<file path="src/rtl/dcp_cfg.svh">
// constants for the dialing command parser
`ifndef DCP_CFG_SVH
`define DCP_CFG_SVH
`define DCP_SYM_STAR 4'hA
`define DCP_SYM_HASH 4'hB
`define DCP_SYM_BAD 4'hF
`define DCP_ESC_STAR 3'h0
`define DCP_ESC_HASH 3'h1
`define DCP_ESC_D5 3'h2
`define DCP_ESC_D6 3'h3
`define DCP_ESC_D7 3'h4
`define DCP_ESC_D9 3'h5
`define DCP_ESC_D0 3'h6
`define DCP_ESC_D00 3'h7
`define DCP_ESC_RESET 3'h0
`define DCP_CHAN_MAX 5'h1F
`define DCP_CMD_LOAD 4'h8
`define DCP_CMD_LOOP 8'h07
`define DCP_CMD_REDIR 8'h03
`define DCP_LOOP_CLEAR 4'h0
`define DCP_LOOP_MAX 4'h3
`define DCP_CALL_KEEP 8'h00
`define DCP_CALL_TRANSP 8'h01
`define DCP_NUM_DIGITS 32
`define DCP_NUM_IDX_W 5
`define DCP_PROF_W 12
`endif

</file>
<file path="src/rtl/dcp_pkg.sv">
// types shared by the dialing command parser modules
package dcp_pkg;
   typedef enum logic [2:0] {
      dcp_svc_keep,
      dcp_svc_1536,
      dcp_svc_384,
      dcp_svc_56,
      dcp_svc_64,
      dcp_svc_multirate
   } dcp_svc_type;
   typedef enum logic [1:0] {
      dcp_act_none,
      dcp_act_basic,
      dcp_act_load,
      dcp_act_loop
   } dcp_act_type;
endpackage : dcp_pkg

</file>
<file path="src/rtl/dcp_sym_if.sv">
// decoded dialing symbol stream between the escape detector and the parser
`timescale 1ns/1ps
interface dcp_sym_if;
   logic valid;
   logic [3:0] sym;
   logic is_esc;
   logic in_alpha;
   modport src (output valid, output sym, output is_esc, output in_alpha);
   modport dst (input valid, input sym, input is_esc, input in_alpha);
endinterface : dcp_sym_if

</file>
<file path="src/rtl/dcp_escape_detect.sv">
// classifies dial symbols and recognises the configured escape symbol
`timescale 1ns/1ps
`include "dcp_cfg.svh"
module dcp_escape_detect import dcp_pkg::*; (
   input wire logic ref_clk,
   input wire logic reset,
   input wire logic sym_valid,
   input wire logic [3:0] sym_in,
   input wire logic [2:0] esc_sel,
   dcp_sym_if.src out
);
   logic zero_held;
   logic alpha;
   logic [3:0] esc_digit;
   logic single_match;
   // only digits, star and hash are in the alphabet
   assign alpha = (sym_in <= 4'h9) || (sym_in == `DCP_SYM_STAR) || (sym_in == `DCP_SYM_HASH);
   always_comb begin
      case (esc_sel)
         `DCP_ESC_STAR: esc_digit = `DCP_SYM_STAR;
         `DCP_ESC_HASH: esc_digit = `DCP_SYM_HASH;
         `DCP_ESC_D5: esc_digit = 4'h5;
         `DCP_ESC_D6: esc_digit = 4'h6;
         `DCP_ESC_D7: esc_digit = 4'h7;
         `DCP_ESC_D9: esc_digit = 4'h9;
         default: esc_digit = 4'h0;
      endcase
   end
   assign single_match = sym_valid && alpha && (sym_in == esc_digit);
   // double zero: first zero is held back until the second decides
   always_ff @(posedge ref_clk) begin
      if (reset) begin
         zero_held <= 1'b0;
      end else if (sym_valid && esc_sel == `DCP_ESC_D00) begin
         zero_held <= (sym_in == 4'h0) && !zero_held;
      end
   end
   always_ff @(posedge ref_clk) begin
      if (reset) begin
         out.valid <= 1'b0;
         out.sym <= 4'h0;
         out.is_esc <= 1'b0;
         out.in_alpha <= 1'b0;
      end else if (esc_sel == `DCP_ESC_D00) begin
         // lone zero followed by another symbol is lost; trade-off for no buffer
         out.valid <= sym_valid && !(sym_in == 4'h0 && !zero_held);
         out.sym <= sym_in;
         out.is_esc <= sym_valid && zero_held && sym_in == 4'h0;
         out.in_alpha <= alpha;
      end else begin
         out.valid <= sym_valid;
         out.sym <= sym_in;
         out.is_esc <= single_match;
         out.in_alpha <= alpha;
      end
   end
endmodule : dcp_escape_detect

</file>
<file path="src/rtl/dcp_number_store.sv">
// called number digit store with append and clear
`timescale 1ns/1ps
`include "dcp_cfg.svh"
module dcp_number_store (
   input wire logic ref_clk,
   input wire logic reset,
   input wire logic clear,
   input wire logic push,
   input wire logic [3:0] digit,
   input wire logic [`DCP_NUM_IDX_W-1:0] rd_index,
   output logic [3:0] rd_digit,
   output logic [`DCP_NUM_IDX_W:0] count
);
   logic [3:0] mem [0:`DCP_NUM_DIGITS-1];
   always_ff @(posedge ref_clk) begin
      if (push && count < (`DCP_NUM_IDX_W+1)'(`DCP_NUM_DIGITS)) begin
         mem[count[`DCP_NUM_IDX_W-1:0]] <= digit;
      end
   end
   always_ff @(posedge ref_clk) begin
      if (reset || clear) begin
         count <= '0;
      end else if (push && count < (`DCP_NUM_IDX_W+1)'(`DCP_NUM_DIGITS)) begin
         count <= count + 1'b1;
      end
   end
   always_ff @(posedge ref_clk) begin
      if (reset) begin
         rd_digit <= 4'h0;
      end else begin
         rd_digit <= mem[rd_index];
      end
   end
endmodule : dcp_number_store

</file>
<file path="src/rtl/dcp_parser.sv">
// dialing command parser top level
`timescale 1ns/1ps
`include "dcp_cfg.svh"
module dcp_parser import dcp_pkg::*; (
   input wire logic ref_clk,
   input wire logic reset,
   input wire logic sym_valid,
   input wire logic [3:0] sym_in,
   input wire logic [2:0] esc_sel,
   input wire logic auto_dial_arm,
   input wire logic term_ready,
   input wire logic call_active,
   input wire logic call_end,
   input wire logic [`DCP_PROF_W-1:0] primary_number,
   input wire logic [`DCP_PROF_W-1:0] hunt_number,
   input wire logic hunt_enable,
   input wire logic incoming_valid,
   input wire logic [`DCP_PROF_W-1:0] incoming_number,
   input wire logic [`DCP_NUM_IDX_W-1:0] num_rd_index,
   output logic [3:0] num_rd_digit,
   output logic [`DCP_NUM_IDX_W:0] num_count,
   output logic num_override,
   output logic dial_start,
   output logic profile_load,
   output logic [`DCP_PROF_W-1:0] profile_number,
   output logic params_update,
   output logic chan_update,
   output logic [4:0] chan_count,
   output logic [4:0] chan_reserved,
   output logic svc_update,
   output dcp_svc_type svc,
   output logic call_type_update,
   output logic call_transparent,
   output logic loop_clear,
   output logic [2:0] loop_enable,
   output logic redirected,
   output logic [3:0] target_slot,
   output logic [3:0] target_port,
   output logic incoming_accept,
   output logic bad_symbol
);
   typedef enum logic [3:0] {
      st_idle,
      st_first,
      st_second,
      st_svc,
      st_ct_hi,
      st_ct_lo,
      st_basic_num,
      st_prof,
      st_prof_num,
      st_redir_slot,
      st_redir_port
   } dcp_state_type;

   dcp_sym_if sym_bus ();
   dcp_state_type state;
   dcp_state_type next_state;
   logic [3:0] first_digit;
   logic [4:0] chan_field;
   dcp_svc_type svc_field;
   logic svc_ok;
   dcp_svc_type svc_hold;
   logic [6:0] chan_value;
   logic [1:0] prof_pos;
   logic [`DCP_PROF_W-1:0] prof_field;
   logic [3:0] slot_field;
   logic term_ready_q;
   logic num_clear;
   logic num_push;
   logic is_digit;
   logic commit_basic;
   logic commit_load;
   logic trigger_load;
   dcp_act_type pending;

   dcp_escape_detect u_esc (
      .ref_clk(ref_clk),
      .reset(reset),
      .sym_valid(sym_valid),
      .sym_in(sym_in),
      .esc_sel(esc_sel),
      .out(sym_bus)
   );

   dcp_number_store u_num (
      .ref_clk(ref_clk),
      .reset(reset),
      .clear(num_clear),
      .push(num_push),
      .digit(sym_bus.sym),
      .rd_index(num_rd_index),
      .rd_digit(num_rd_digit),
      .count(num_count)
   );

   assign is_digit = sym_bus.valid && !sym_bus.is_esc && sym_bus.sym <= 4'h9;

   // tens first; wide enough for 99 so the range test sees the whole value
   assign chan_value = 7'(first_digit * 4'hA) + 7'(sym_bus.sym);

   // service digit decode
   always_comb begin
      svc_ok = 1'b1;
      case (sym_bus.sym)
         4'h0: svc_field = dcp_svc_keep;
         4'h1: svc_field = dcp_svc_1536;
         4'h3: svc_field = dcp_svc_384;
         4'h5: svc_field = dcp_svc_56;
         4'h6: svc_field = dcp_svc_64;
         4'h7: svc_field = dcp_svc_multirate;
         default: begin
            svc_field = dcp_svc_keep;
            svc_ok = 1'b0;
         end
      endcase
   end

   // command state machine
   always_comb begin
      next_state = state;
      if (sym_bus.valid) begin
         if (sym_bus.is_esc) begin
            // escape ending a load command triggers it instead
            next_state = (state == st_prof_num) ? st_idle : st_first;
         end else if (!is_digit) begin
            next_state = st_idle;
         end else begin
            case (state)
               st_idle: next_state = st_idle;
               st_first: next_state = (sym_bus.sym == `DCP_CMD_LOAD) ? st_prof : st_second;
               st_second: begin
                  if (first_digit == 4'(`DCP_CMD_LOOP)) begin
                     next_state = st_idle;
                  end else if (first_digit == 4'(`DCP_CMD_REDIR) && sym_bus.sym == 4'h5) begin
                     next_state = st_redir_slot;
                  end else if (chan_value > 7'(`DCP_CHAN_MAX)) begin
                     next_state = st_idle;
                  end else begin
                     next_state = st_svc;
                  end
               end
               st_svc: next_state = svc_ok ? st_ct_hi : st_idle;
               st_ct_hi: next_state = (sym_bus.sym == 4'h0) ? st_ct_lo : st_idle;
               st_ct_lo: next_state = (sym_bus.sym <= 4'h1) ? st_basic_num : st_idle;
               st_basic_num: next_state = st_basic_num;
               st_prof: next_state = (prof_pos == 2'h2) ? st_prof_num : st_prof;
               st_prof_num: next_state = st_prof_num;
               st_redir_slot: next_state = st_redir_port;
               st_redir_port: next_state = st_idle;
               default: next_state = st_idle;
            endcase
         end
      end
   end

   always_ff @(posedge ref_clk) begin
      if (reset) begin
         state <= st_idle;
      end else begin
         state <= next_state;
      end
   end

   // field capture
   always_ff @(posedge ref_clk) begin
      if (reset) begin
         first_digit <= 4'h0;
         chan_field <= 5'h00;
         svc_hold <= dcp_svc_keep;
         prof_pos <= 2'h0;
         prof_field <= '0;
         slot_field <= 4'h0;
      end else if (is_digit) begin
         if (state == st_first) begin
            first_digit <= sym_bus.sym;
            prof_pos <= 2'h0;
         end
         if (state == st_second) begin
            chan_field <= 5'(chan_value);
         end
         // held until the call type commits, so a bad tail leaves the service alone
         if (state == st_svc) begin
            svc_hold <= svc_field;
         end
         if (state == st_prof) begin
            prof_field <= {prof_field[`DCP_PROF_W-5:0], sym_bus.sym};
            prof_pos <= prof_pos + 2'h1;
         end
         if (state == st_redir_slot) begin
            slot_field <= sym_bus.sym;
         end
      end
   end

   // a command is committed when it completes; basic at its call type end
   assign commit_basic = is_digit && state == st_ct_lo && sym_bus.sym <= 4'h1;
   assign commit_load = is_digit && state == st_prof && prof_pos == 2'h2;
   assign trigger_load = sym_bus.valid && sym_bus.is_esc && state == st_prof_num;
   assign num_clear = commit_basic || commit_load;
   assign num_push = is_digit && (state == st_basic_num || state == st_prof_num);

   // profile, channel, service and call type updates
   always_ff @(posedge ref_clk) begin
      if (reset) begin
         profile_load <= 1'b0;
         profile_number <= '0;
         params_update <= 1'b0;
         chan_update <= 1'b0;
         chan_count <= 5'h00;
         svc_update <= 1'b0;
         svc <= dcp_svc_keep;
         call_type_update <= 1'b0;
         call_transparent <= 1'b0;
         pending <= dcp_act_none;
         num_override <= 1'b0;
      end else begin
         profile_load <= commit_load;
         params_update <= commit_basic;
         chan_update <= commit_basic && chan_field != 5'h00;
         svc_update <= commit_basic && svc_hold != dcp_svc_keep;
         call_type_update <= commit_basic && sym_bus.sym == 4'(`DCP_CALL_TRANSP);
         if (commit_load) begin
            profile_number <= {prof_field[`DCP_PROF_W-5:0], sym_bus.sym};
            pending <= dcp_act_load;
            num_override <= 1'b0;
         end
         if (commit_basic) begin
            if (chan_field != 5'h00) begin
               chan_count <= chan_field;
            end
            pending <= dcp_act_basic;
            num_override <= 1'b0;
            call_transparent <= (sym_bus.sym == 4'(`DCP_CALL_TRANSP)) || call_transparent;
            // service 0 keeps whatever the profile already carries
            if (svc_hold != dcp_svc_keep) begin
               svc <= svc_hold;
            end
         end
         if (num_push) begin
            num_override <= 1'b1;
         end
         if (trigger_load || dial_start) begin
            pending <= dcp_act_none;
         end
      end
   end

   // dial launch: escape trigger, terminal ready rising, or basic trailing number
   // a trigger with the lead low is dropped, not queued
   always_ff @(posedge ref_clk) begin
      if (reset) begin
         term_ready_q <= 1'b0;
         dial_start <= 1'b0;
      end else begin
         term_ready_q <= term_ready;
         dial_start <= term_ready && ((auto_dial_arm && !term_ready_q) || trigger_load ||
                       (sym_bus.valid && sym_bus.is_esc && state == st_basic_num &&
                        pending == dcp_act_basic));
      end
   end

   // channels held from dial until the call ends
   always_ff @(posedge ref_clk) begin
      if (reset || call_end) begin
         chan_reserved <= 5'h00;
      end else if (dial_start) begin
         chan_reserved <= chan_count;
      end
   end

   // loopbacks act only on an active call
   always_ff @(posedge ref_clk) begin
      if (reset || !call_active) begin
         loop_clear <= 1'b0;
         loop_enable <= 3'h0;
      end else begin
         loop_clear <= 1'b0;
         // codes above 73 fall through untouched
         if (is_digit && state == st_second && first_digit == 4'(`DCP_CMD_LOOP)) begin
            if (sym_bus.sym == `DCP_LOOP_CLEAR) begin
               loop_clear <= 1'b1;
               loop_enable <= 3'h0;
            end else if (sym_bus.sym <= `DCP_LOOP_MAX) begin
               loop_enable[sym_bus.sym[1:0] - 2'h1] <= 1'b1;
            end
         end
      end
   end

   // redirection persists until a 00 target
   always_ff @(posedge ref_clk) begin
      if (reset) begin
         redirected <= 1'b0;
         target_slot <= 4'h0;
         target_port <= 4'h0;
      end else if (is_digit && state == st_redir_port) begin
         redirected <= (slot_field != 4'h0) || (sym_bus.sym != 4'h0);
         target_slot <= slot_field;
         target_port <= sym_bus.sym;
      end
   end

   // incoming steering and alphabet flag
   always_ff @(posedge ref_clk) begin
      if (reset) begin
         incoming_accept <= 1'b0;
         bad_symbol <= 1'b0;
      end else begin
         incoming_accept <= incoming_valid && (incoming_number == primary_number ||
                            (hunt_enable && incoming_number == hunt_number));
         bad_symbol <= sym_bus.valid && !sym_bus.in_alpha;
      end
   end
endmodule : dcp_parser

</file>
<file path="config.mk">
export PLATFORM = sky130hd
export DESIGN_NAME = dcp_parser
export DESIGN_NICKNAME = d
export VERILOG_FILES = /design/src/rtl/dcp_pkg.sv /design/src/rtl/dcp_sym_if.sv /design/src/rtl/dcp_escape_detect.sv /design/src/rtl/dcp_number_store.sv /design/src/rtl/dcp_parser.sv
export VERILOG_INCLUDE_DIRS = /design/src /design/src/rtl
export SDC_FILE = /design/constraint.sdc
export NUM_CORES = 1
export LEC_CHECK = 0
export ABC_AREA = 1
export BUFFER_PORTS_ARGS = -buffer_cell sky130_fd_sc_hd__buf_2
export CAP_MARGIN = 20
export CORE_MARGIN = 4
export CORE_UTILIZATION = 38
export DETAILED_ROUTE_END_ITERATION = 8
export PLACE_DENSITY = 0.68
export SYNTH_ARGS = -nofsm -noshare
export SYNTH_HDL_FRONTEND = slang
export SYNTH_SLANG_ARGS = --single-unit
</file>
<file path="constraint.sdc">
create_clock -name ref_clk -period 5 [get_ports ref_clk]
set_clock_uncertainty 0.15 [all_clocks]
set_input_delay 0.75 -clock ref_clk [delete_from_list [all_inputs] [get_ports ref_clk]]
set_output_delay 0.75 -clock ref_clk [all_outputs]
set_load 0.02 [all_outputs]
</file>
==> results, run 1 <==
- The flow ran to the end, and the final reports show no timing, DRC or antenna violations.
- The number of endpoints with negative hold slack in the final report came to 0.
- The static power due to leakage is about 4.3 nW.
- The worst-case IR drop observed on VDD is roughly 220 µV.
- For this configuration, the core starts out at a cell density of between 30% and 40%.
- 115 I/O pins were placed.
- The wire length of the first global-routing pass is 38.9 mm.
- The number of buffers on the longest clock path is 3.
- The root cell of the clock tree is clkbuf_16.
- Leaving out fill and tap cells, the most frequent cells in the layout are nor2_1, nand2_1, edfxtp_1.
- The clock drives roughly 230 sinks.
- The number of buffers created by CTS is 24.
- The worst setup path is launched from a flip-flop.
- Setup violations remaining at the end of the flow were counted as 0.
- The number of enable flip-flop cells after synthesis is between 100 and 150.
- The signal on the critical path passes through buf_4, inv_2, o21ai_4, inv_2, nand3_4, inv_2, nand2_1, nor2_1.
- The reg-to-reg critical path startpoint is u_esc.out.sym[3]$_SDFF_PP0_.
- The post-synthesis cell type count is 40.
- The count of cells resized by post-cts repair is 0.
- The total wirelength of the detailed-routed design is about 24 mm.
- The later pin in the worst-skew pair is clocked with a latency of between 500 and 600 ps.
- The number of maximum-capacitance constraint violations is 0.
- Counting cells, the worst reg-to-reg path comes to 8.
- The via total after detailed routing is 7451.
- The worst path arrival time is between 2000 and 3000 ps.
- The most used flip-flop cell after synthesis is edfxtp_1.
- The proportion of register bits with asynchronous set or reset after synthesis is 0%.
- By startpoint and endpoint, the worst setup path is classified as flip-flop to flip-flop.
- In this run the tightest slew margin relative to its limit is 33.6%.
- At the end of the flow the core is filled with cells to 45.6%.
- The overall die height is 167 µm.
- The type of destination of the critical path is a flip-flop.
- The number of search-and-repair iterations in the first detailed-routing pass is 5.
- The count of buffers added by post-CTS timing repair for setup is 0.
- The number of global-route vias before repair is approximately 7.5k.
- The placed wire-length estimate is about 16 mm.
- The area of the die is 27900 µm².
- The sum of overflow across all layers after global routing is 0.
- The number of antenna diodes in the final layout is 0.
- The tightest hold path in the finished design has a slack of around 240 ps.
- After clock tree synthesis, the clock-pin slew on the worst setup and hold paths is 60 ps.
- The average detailed-routed wire length per instance is roughly 17 µm.
- On the critical path, the stage with the largest delay is an instance of buf_4.
- Using the TritonRoute via totals, the vias-per-cell ratio works out to between 5 and 6.
- For this block, the initial DRC count from the detailed router was roughly 610.
- Yosys printed 0 warnings.
- The synthesized area is just under 10000 µm².
- The final number of max-transition violations is 0.
- Once routing completed, OpenROAD measured the worst setup slack at roughly 2300 ps.
- After the last flow step, the layout net total stands at ~1.2k.
- The number of input and output port buffers inserted is about 110.
- In the final layout, the share of cells above drive strength 1 is between 10% and 20%.
- The TritonCTS clock tree is done.
- Of all nets on the critical path, the largest fanout is 40.
- The mean cell area of the mapped netlist is 9.69 µm².
- The number of hold buffers added after CTS is 0.
- The min-delay analysis places its worst path in the category flip-flop to flip-flop.
- In this run the core area contains 57 standard-cell rows.
- The number of antenna violations at the first check in global routing is 0.
- In this run the number of H-tree levels came out at 1.
- Before CTS, the worst setup slack after placement is around 2100 ps.
- The final period demand of the worst path is between 2000 and 3000 ps.
- Global routing used 16.9% of the available tracks.
- Setup repair after global routing left no endpoint under its margin.
- Data on the critical path is required at its endpoint by approximately 5100 ps.
- In this run the horizontal extent of the chip is roughly 170 µm.
- Dividing the final minimum period by the clock period gives between 50% and 60%.
- The count of unresolved DRC violations after routing is 0.
- The number of nets handed over by synthesis was between 1k and 1.5k.
- The setup check on the worst reg-to-reg path leaves a slack of approximately 2300 ps.
- The count of nets left with antenna violations once routing finished came out at 0.
- The biggest cell delay along the critical path is slightly above 400 ps.
- The reg-to-reg critical path endpoint is u_num.mem[26][3]$_DFFE_PP_.
- Static timing analysis puts the maximum clock frequency at approximately 370 MHz.
- The timing endpoint of the critical path is u_num.mem[26][3]$_DFFE_PP_.
- The signed area change from the synthesized netlist to the final layout is 16.8%.
- The accumulated negative setup slack is 0 ps.
- The sequential fraction of the synthesis area is between 60% and 70%.
- In this design, the critical path's most frequently occurring cell is inv_2.
- The critical path launch point is u_esc.out.sym[3]$_SDFF_PP0_.
- Entering global routing, the biggest net connects 65 pins.
- For the pin with the worst max-slew slack, the measured transition is around 1000 ps.
- The most common cell after layout, fill and taps aside is nor2_1.
- The core box area is roughly 25000 µm².
- The power density normalized to cell area is between 300 and 400 nW/µm².
- The synthesized netlist cell count is a little under 1k.
- The congestion estimate from routability-driven global placement came to about 0.85.
- The post-synthesis sequential element count is between 200 and 250.
==> worst max-delay path, delay by kind of cell (launching register included) <==
kind | cells | cell delay, ps
AO/OA/AOI/OAI | 1 | 330
buffers and inverters | 4 | 850
flip-flops | 1 | 310
AND/OR/NAND/NOR | 3 | 750
==> where the power goes <==
| group | switching (mW) | total, mW | internal (mW) |
|---|---|---|---|
| Combinational | 0.150 | 0.219 | 0.0689 |
| Clock | 0.706 | 1.65 | 0.946 |
| Sequential | 0.00394 | 1.98 | 1.98 |
==> metrics by stage <==
stage / instances / power (mW) / cell area [µm²]
5_1_grt: 1443 / 3.98 / 11200
4_1_cts: 1443 / 3.88 / 11200
3_3_place_gp: 1400 / 2.23 / 10500
2_1_floorplan: 991 / 2.15 / 9600
6_report: 1443 / 3.85 / 11200
3_5_place_dp: 1400 / 2.24 / 10500
==> final cells by class <==
cell class                 instances  area [µm²]
clock buffer                      33         676
sequential                       227        5830
multi-input combinational        643        3310
clock inverter                    10        57.6
tap                              324         405
fill                            2340       13400
timing repair buffer             121         623
inverter                          85         319
==> cells by family (layout without fill, tap and decap cells) <==
group	after synthesis	in the layout	share of synthesized area [%]
buf+inv	121	249	4.85
xor+xnor	21	21	1.92
simple gates	383	383	17.2
flops	227	227	60.7
compound gates	225	225	13.4
fa+ha+maj	14	14	1.98
==> routing by layer <==
layer | global-route usage [%] | part of all wire (%)
met4 | 4.73 | 2.6
met5 | 0 | 0
met2 | 29.1 | 48
met3 | 3.39 | 6.5
met1 | 21.7 | 43
==> how the worst min path moves through the flow <==
stage                                  endpoint  slack, ps  cells past startpoint                     startpoint
final                     bad_symbol$_SDFF_PP0_        240                      1  u_esc.out.in_alpha$_SDFF_PP0_
after global routing      bad_symbol$_SDFF_PP0_        260                      1  u_esc.out.in_alpha$_SDFF_PP0_
after CTS                 bad_symbol$_SDFF_PP0_        250                      1  u_esc.out.in_alpha$_SDFF_PP0_
after detailed placement  bad_symbol$_SDFF_PP0_        240                      1  u_esc.out.in_alpha$_SDFF_PP0_
after global placement    bad_symbol$_SDFF_PP0_        250                      1  u_esc.out.in_alpha$_SDFF_PP0_
after floorplan           bad_symbol$_SDFF_PP0_        220                      1  u_esc.out.in_alpha$_SDFF_PP0_
==> sequential cells by signal, summed over array words and instances (netlist names), 2 cells and up <==
| name | count |
|---|---|
| chan_count | 5 |
| chan_field | 5 |
| chan_reserved | 5 |
| first_digit | 4 |
| loop_enable | 3 |
| pending | 2 |
| prof_field | 8 |
| prof_pos | 2 |
| profile_number | 12 |
| slot_field | 4 |
| state | 4 |
| svc | 3 |
| svc_hold | 3 |
| target_port | 4 |
| target_slot | 4 |
| u_esc.out.sym | 4 |
| u_num.count | 6 |
| u_num.mem | 128 |
| u_num.rd_digit | 4 |
==> synthesized netlist by cell type (7+ instances only) <==
library cell / number / share of area [%]
buf_2: 9 / 0.47
inv_1: 74 / 2.9
nand2_1: 132 / 5.2
nor4_1: 7 / 0.46
edfxtp_1: 128 / 40
nor2_1: 154 / 6.0
dfxtp_1: 99 / 21
xnor2_1: 10 / 0.91
xor2_1: 11 / 1.0
clkbuf_1: 24 / 0.94
a21oi_1: 66 / 3.4
o211ai_1: 12 / 0.94
o221ai_1: 12 / 1.1
nor3_1: 10 / 0.52
inv_2: 10 / 0.39
o21ai_0: 106 / 5.5
ha_1: 12 / 1.6
nand3_1: 52 / 2.7
No activity file was read; power rests on OpenSTA's default activity.
==> run 2, diff against run 1 <==
--- a/config.mk
+++ b/config.mk
@@ -12,7 +12,7 @@
 export CORE_MARGIN = 4
 export CORE_UTILIZATION = 38
 export DETAILED_ROUTE_END_ITERATION = 8
-export PLACE_DENSITY = 0.68
+export PLACE_DENSITY = 0.7
 export SYNTH_ARGS = -nofsm -noshare
 export SYNTH_HDL_FRONTEND = slang
 export SYNTH_SLANG_ARGS = --single-unit
==> constraint.sdc (replaced) <==
create_clock -name ref_clk -period 2.3 [get_ports ref_clk]
set_clock_uncertainty 0.15 [all_clocks]
set_input_delay 0.345 -clock ref_clk [delete_from_list [all_inputs] [get_ports ref_clk]]
set_output_delay 0.345 -clock ref_clk [all_outputs]
set_load 0.02 [all_outputs]
==> results, run 2 (synthesis results as in run 1) <==
- The core box area was 24600 µm² (unchanged).
- The count of routing violations after the opening detailed-route iteration was 598 (-1.8%).
- The slew at the pin closest to its max-slew limit is 626 ps (-371 ps).
- The met1 usage in global routing was 21.7% (-0.047 points).
- The worst setup path is launched from a flip-flop.
- The final period demand of the worst path is 2230 ps (-472 ps).
- Setup repair after global routing could not meet its margin everywhere.
- The part of the total power dissipated in sequential elements is 48.6% (-2.8 points).
- The part of the total power dissipated in the clock network is 45.6% (+2.7 points).
- The run finished with clean final reports.
- The number of nets in the layout is 1200 (+2.3%).
- The end-of-flow core utilization came to 47.5% (+2.0 points).
- In the layout the commonest cells are nor2_1, nand2_1, edfxtp_1.
- The worst setup slack after layout is 65.6 ps (-2230 ps).
- The fraction of the cycle the final worst path needs is 97.1% (+43 points).
- The number of buffers created by CTS was 24 (unchanged).
- The sum of overflow across all layers after global routing is 0 (unchanged).
- The number of global-route vias before repair is 7527 (+0.29%).
- The pin count of the biggest net entering global routing came to 65 (unchanged).
- The pre-CTS setup slack is 17.3 ps (-2060 ps).
- The number of placement rows is 57 (unchanged).
- The global placer's final weighted congestion is 0.893 (+5.4%).
- The post-CTS clock slew at the launch and capture registers of the worst setup and hold paths is 60 ps (about the same).
- The number of clock sinks seen by CTS is 227 (unchanged).
- The static power due to leakage is 4.52 nW (+5.0%).
- The global-route total usage across every layer is 16.7% (-0.15 points).
- The maximum frequency from static timing analysis was 448 MHz (+21%).
- The number of endpoints with negative hold slack in the final report is 0 (unchanged).
- The fraction of layout instances using a drive strength above 1 is 21.0% (+3.8 points).
- The power share of the combinational group is 5.8% (about the same).
- The placed wire-length estimate came to 16.4 mm (+2.3%).
- The internal power of the cells is 6.96 mW (+130%).
- The data required time of the critical path is 2320 ps (-2750 ps).
- The biggest fanout along the worst timing path is 8 (-80%).
- The headroom to the max-slew limit was 58.2% (+25 points).
- The area of the die was 27900 µm² (unchanged).
- The worst reg-to-reg setup slack is 70 ps (-2230 ps).
- The number of antenna violations at the first check in global routing was 0 (unchanged).
- The initial core utilization was 39.0% (unchanged).
- STA classifies the critical path endpoint as a flip-flop.
- The worst hold slack across all endpoints is 39.8 ps (-202 ps).
- The count of filler cells inserted in the layout is 2310 (-1.3%).
- The met2 track utilization from global routing came to 29.5% (+0.41 points).
- The count of buffers added by post-CTS timing repair for setup came to 0 (unchanged).
- The number of diodes added for antenna fixing was 0 (unchanged).
- The post-detailed-route count of antenna-violating nets was 0 (unchanged).
- The net switching fraction of the power is 21.3% (-1.0 points).
- In this run the worst hold path is classified as input port to flip-flop.
- The switching component of the power is 1.89 mW (+120%).
- The power density normalized to cell area was 757 nW/µm² (+120%).
- The number of input and output port buffers inserted is 114 (unchanged).
- The via total after detailed routing is 7553 (+1.4%).
- The wire length of the first global-routing pass is 38.7 mm (-0.53%).
- The overall die width is 167 µm (unchanged).
- The final number of max-transition violations came to 0 (unchanged).
- The number of search-and-repair iterations in the first detailed-routing pass is 5 (unchanged).
- Relative to the synthesized area, the layout overhead comes to 21.9%.
- The total wirelength of the detailed-routed design is 23.9 mm (-0.32%).
- The total power came to 8.85 mW (+130%).
- The overall die height came to 167 µm (unchanged).
- The clock network latency to the later pin of the worst-skew pair came to 520 ps (about the same).
- The met3 capacity usage during global routing was 3.11% (-0.28 points).
- The number of vias per cell after detailed routing is 5.13 (-0.56%).
- Leaving out fill and tap cells, the most frequent cell in the layout is nor2_1.
- The number of maximum-capacitance constraint violations is 0 (unchanged).
- The worst path arrival time came to 2260 ps (-520 ps).
- The count of unresolved DRC violations after routing is 0 (unchanged).
- The number of flip-flops in the largest register is 128 (unchanged).
- The worst supply voltage drop on vdd is 412 µV (+91%).
- The count of pins on the block boundary is 115 (unchanged).
- The deepest level of the CTS H-tree is 1 (unchanged).
- The busiest metal layer after global routing is met2.
- The TritonCTS clock tree is done.
- The type of the setup path with the least slack is flip-flop to flip-flop.
- The root cell of the clock tree is clkbuf_16.
- The number of buffers on the longest clock path is 3 (unchanged).
- The final count of negative-setup-slack endpoints is 0 (unchanged).
- The average detailed-routed wire length per instance was 16.2 µm (-2.2%).
[run 2: cell types whose count changed in the layout (fill, tap and decap cells not counted), moves of 3 or more]
cell	previous run	this run
nor2_1	154	138
dlygate4sd3_1	0	10
clkbuf_8	2	6
buf_12	0	3
nor2_2	5	16
buf_4	7	21
nor2_4	5	10
clkinv_1	4	1
[run 2: final timing paths]
kind                                                     from                           end  cells past startpoint
worst min-delay path                          num_rd_index[4]  u_num.rd_digit[2]$_SDFF_PP0_                      3
worst max-delay path                    state[2]$_SDFFE_PP0P_    u_num.mem[13][0]$_DFFE_PP_                      9
worst min register to register  u_esc.out.in_alpha$_SDFF_PP0_         bad_symbol$_SDFF_PP0_                      1
worst max register to register          state[2]$_SDFFE_PP0P_    u_num.mem[13][0]$_DFFE_PP_                      9
[run 2: layout make-up]
type | instances | area (µm²) | area share [%]
Sequential cell | 227 | 5830 | 49.8
Multi-Input combinational cell | 643 | 3410 | 29.1
Timing Repair Buffer | 148 | 888 | 7.59
Clock buffer | 37 | 753 | 6.44
Tap cell | 324 | 405 | 3.47
Inverter | 85 | 319 | 2.73
Clock inverter | 7 | 100 | 0.856
[run 2: power groups by stage]
stage / combinational, mW / sequential, mW / clock, mW
CTS: 0.512 / 4.31 / 4.11
detailed placement: 0.497 / 4.39 / 0
global placement: 0.493 / 4.39 / 0
floorplan: 0.259 / 4.42 / 0
global route: 0.566 / 4.30 / 4.30
finish: 0.510 / 4.31 / 4.04
[run 2: routing by layer]
layer | wire, µm | vias to the layer above
met4 | 319 | 0
met2 | 11900 | 268
met5 | 0 | -
met3 | 1570 | 30
li1 | - | 3686
met1 | 10100 | 3569
[run 2: critical path, stage by stage (launching register included)]
cell,delay (ps)
dfxtp_1,340
inv_1,80
nand2_1,130
inv_1,100
nand2_1,80
o21ai_2,100
nand3_4,130
inv_2,120
nand2_1,270
nor2_1,380
[run 2: repair_timing]
action | 4_1_cts | 5_1_grt
pin swaps | 0 | 2
setup endpoints to repair | 25 | 118
hold endpoints to repair | 12 | 0
hold buffers | 10 | 0
gates resized for setup | 0 | 31
[run 2: through the flow]
stage	setup TNS [ps]	instance area [µm²]	instances
CTS	-236	11600	1471
detailed placement	0	10600	1417
global route	-2550	11700	1471
floorplan	0	9600	991
global placement	0	10600	1417
finish	0	11700	1471
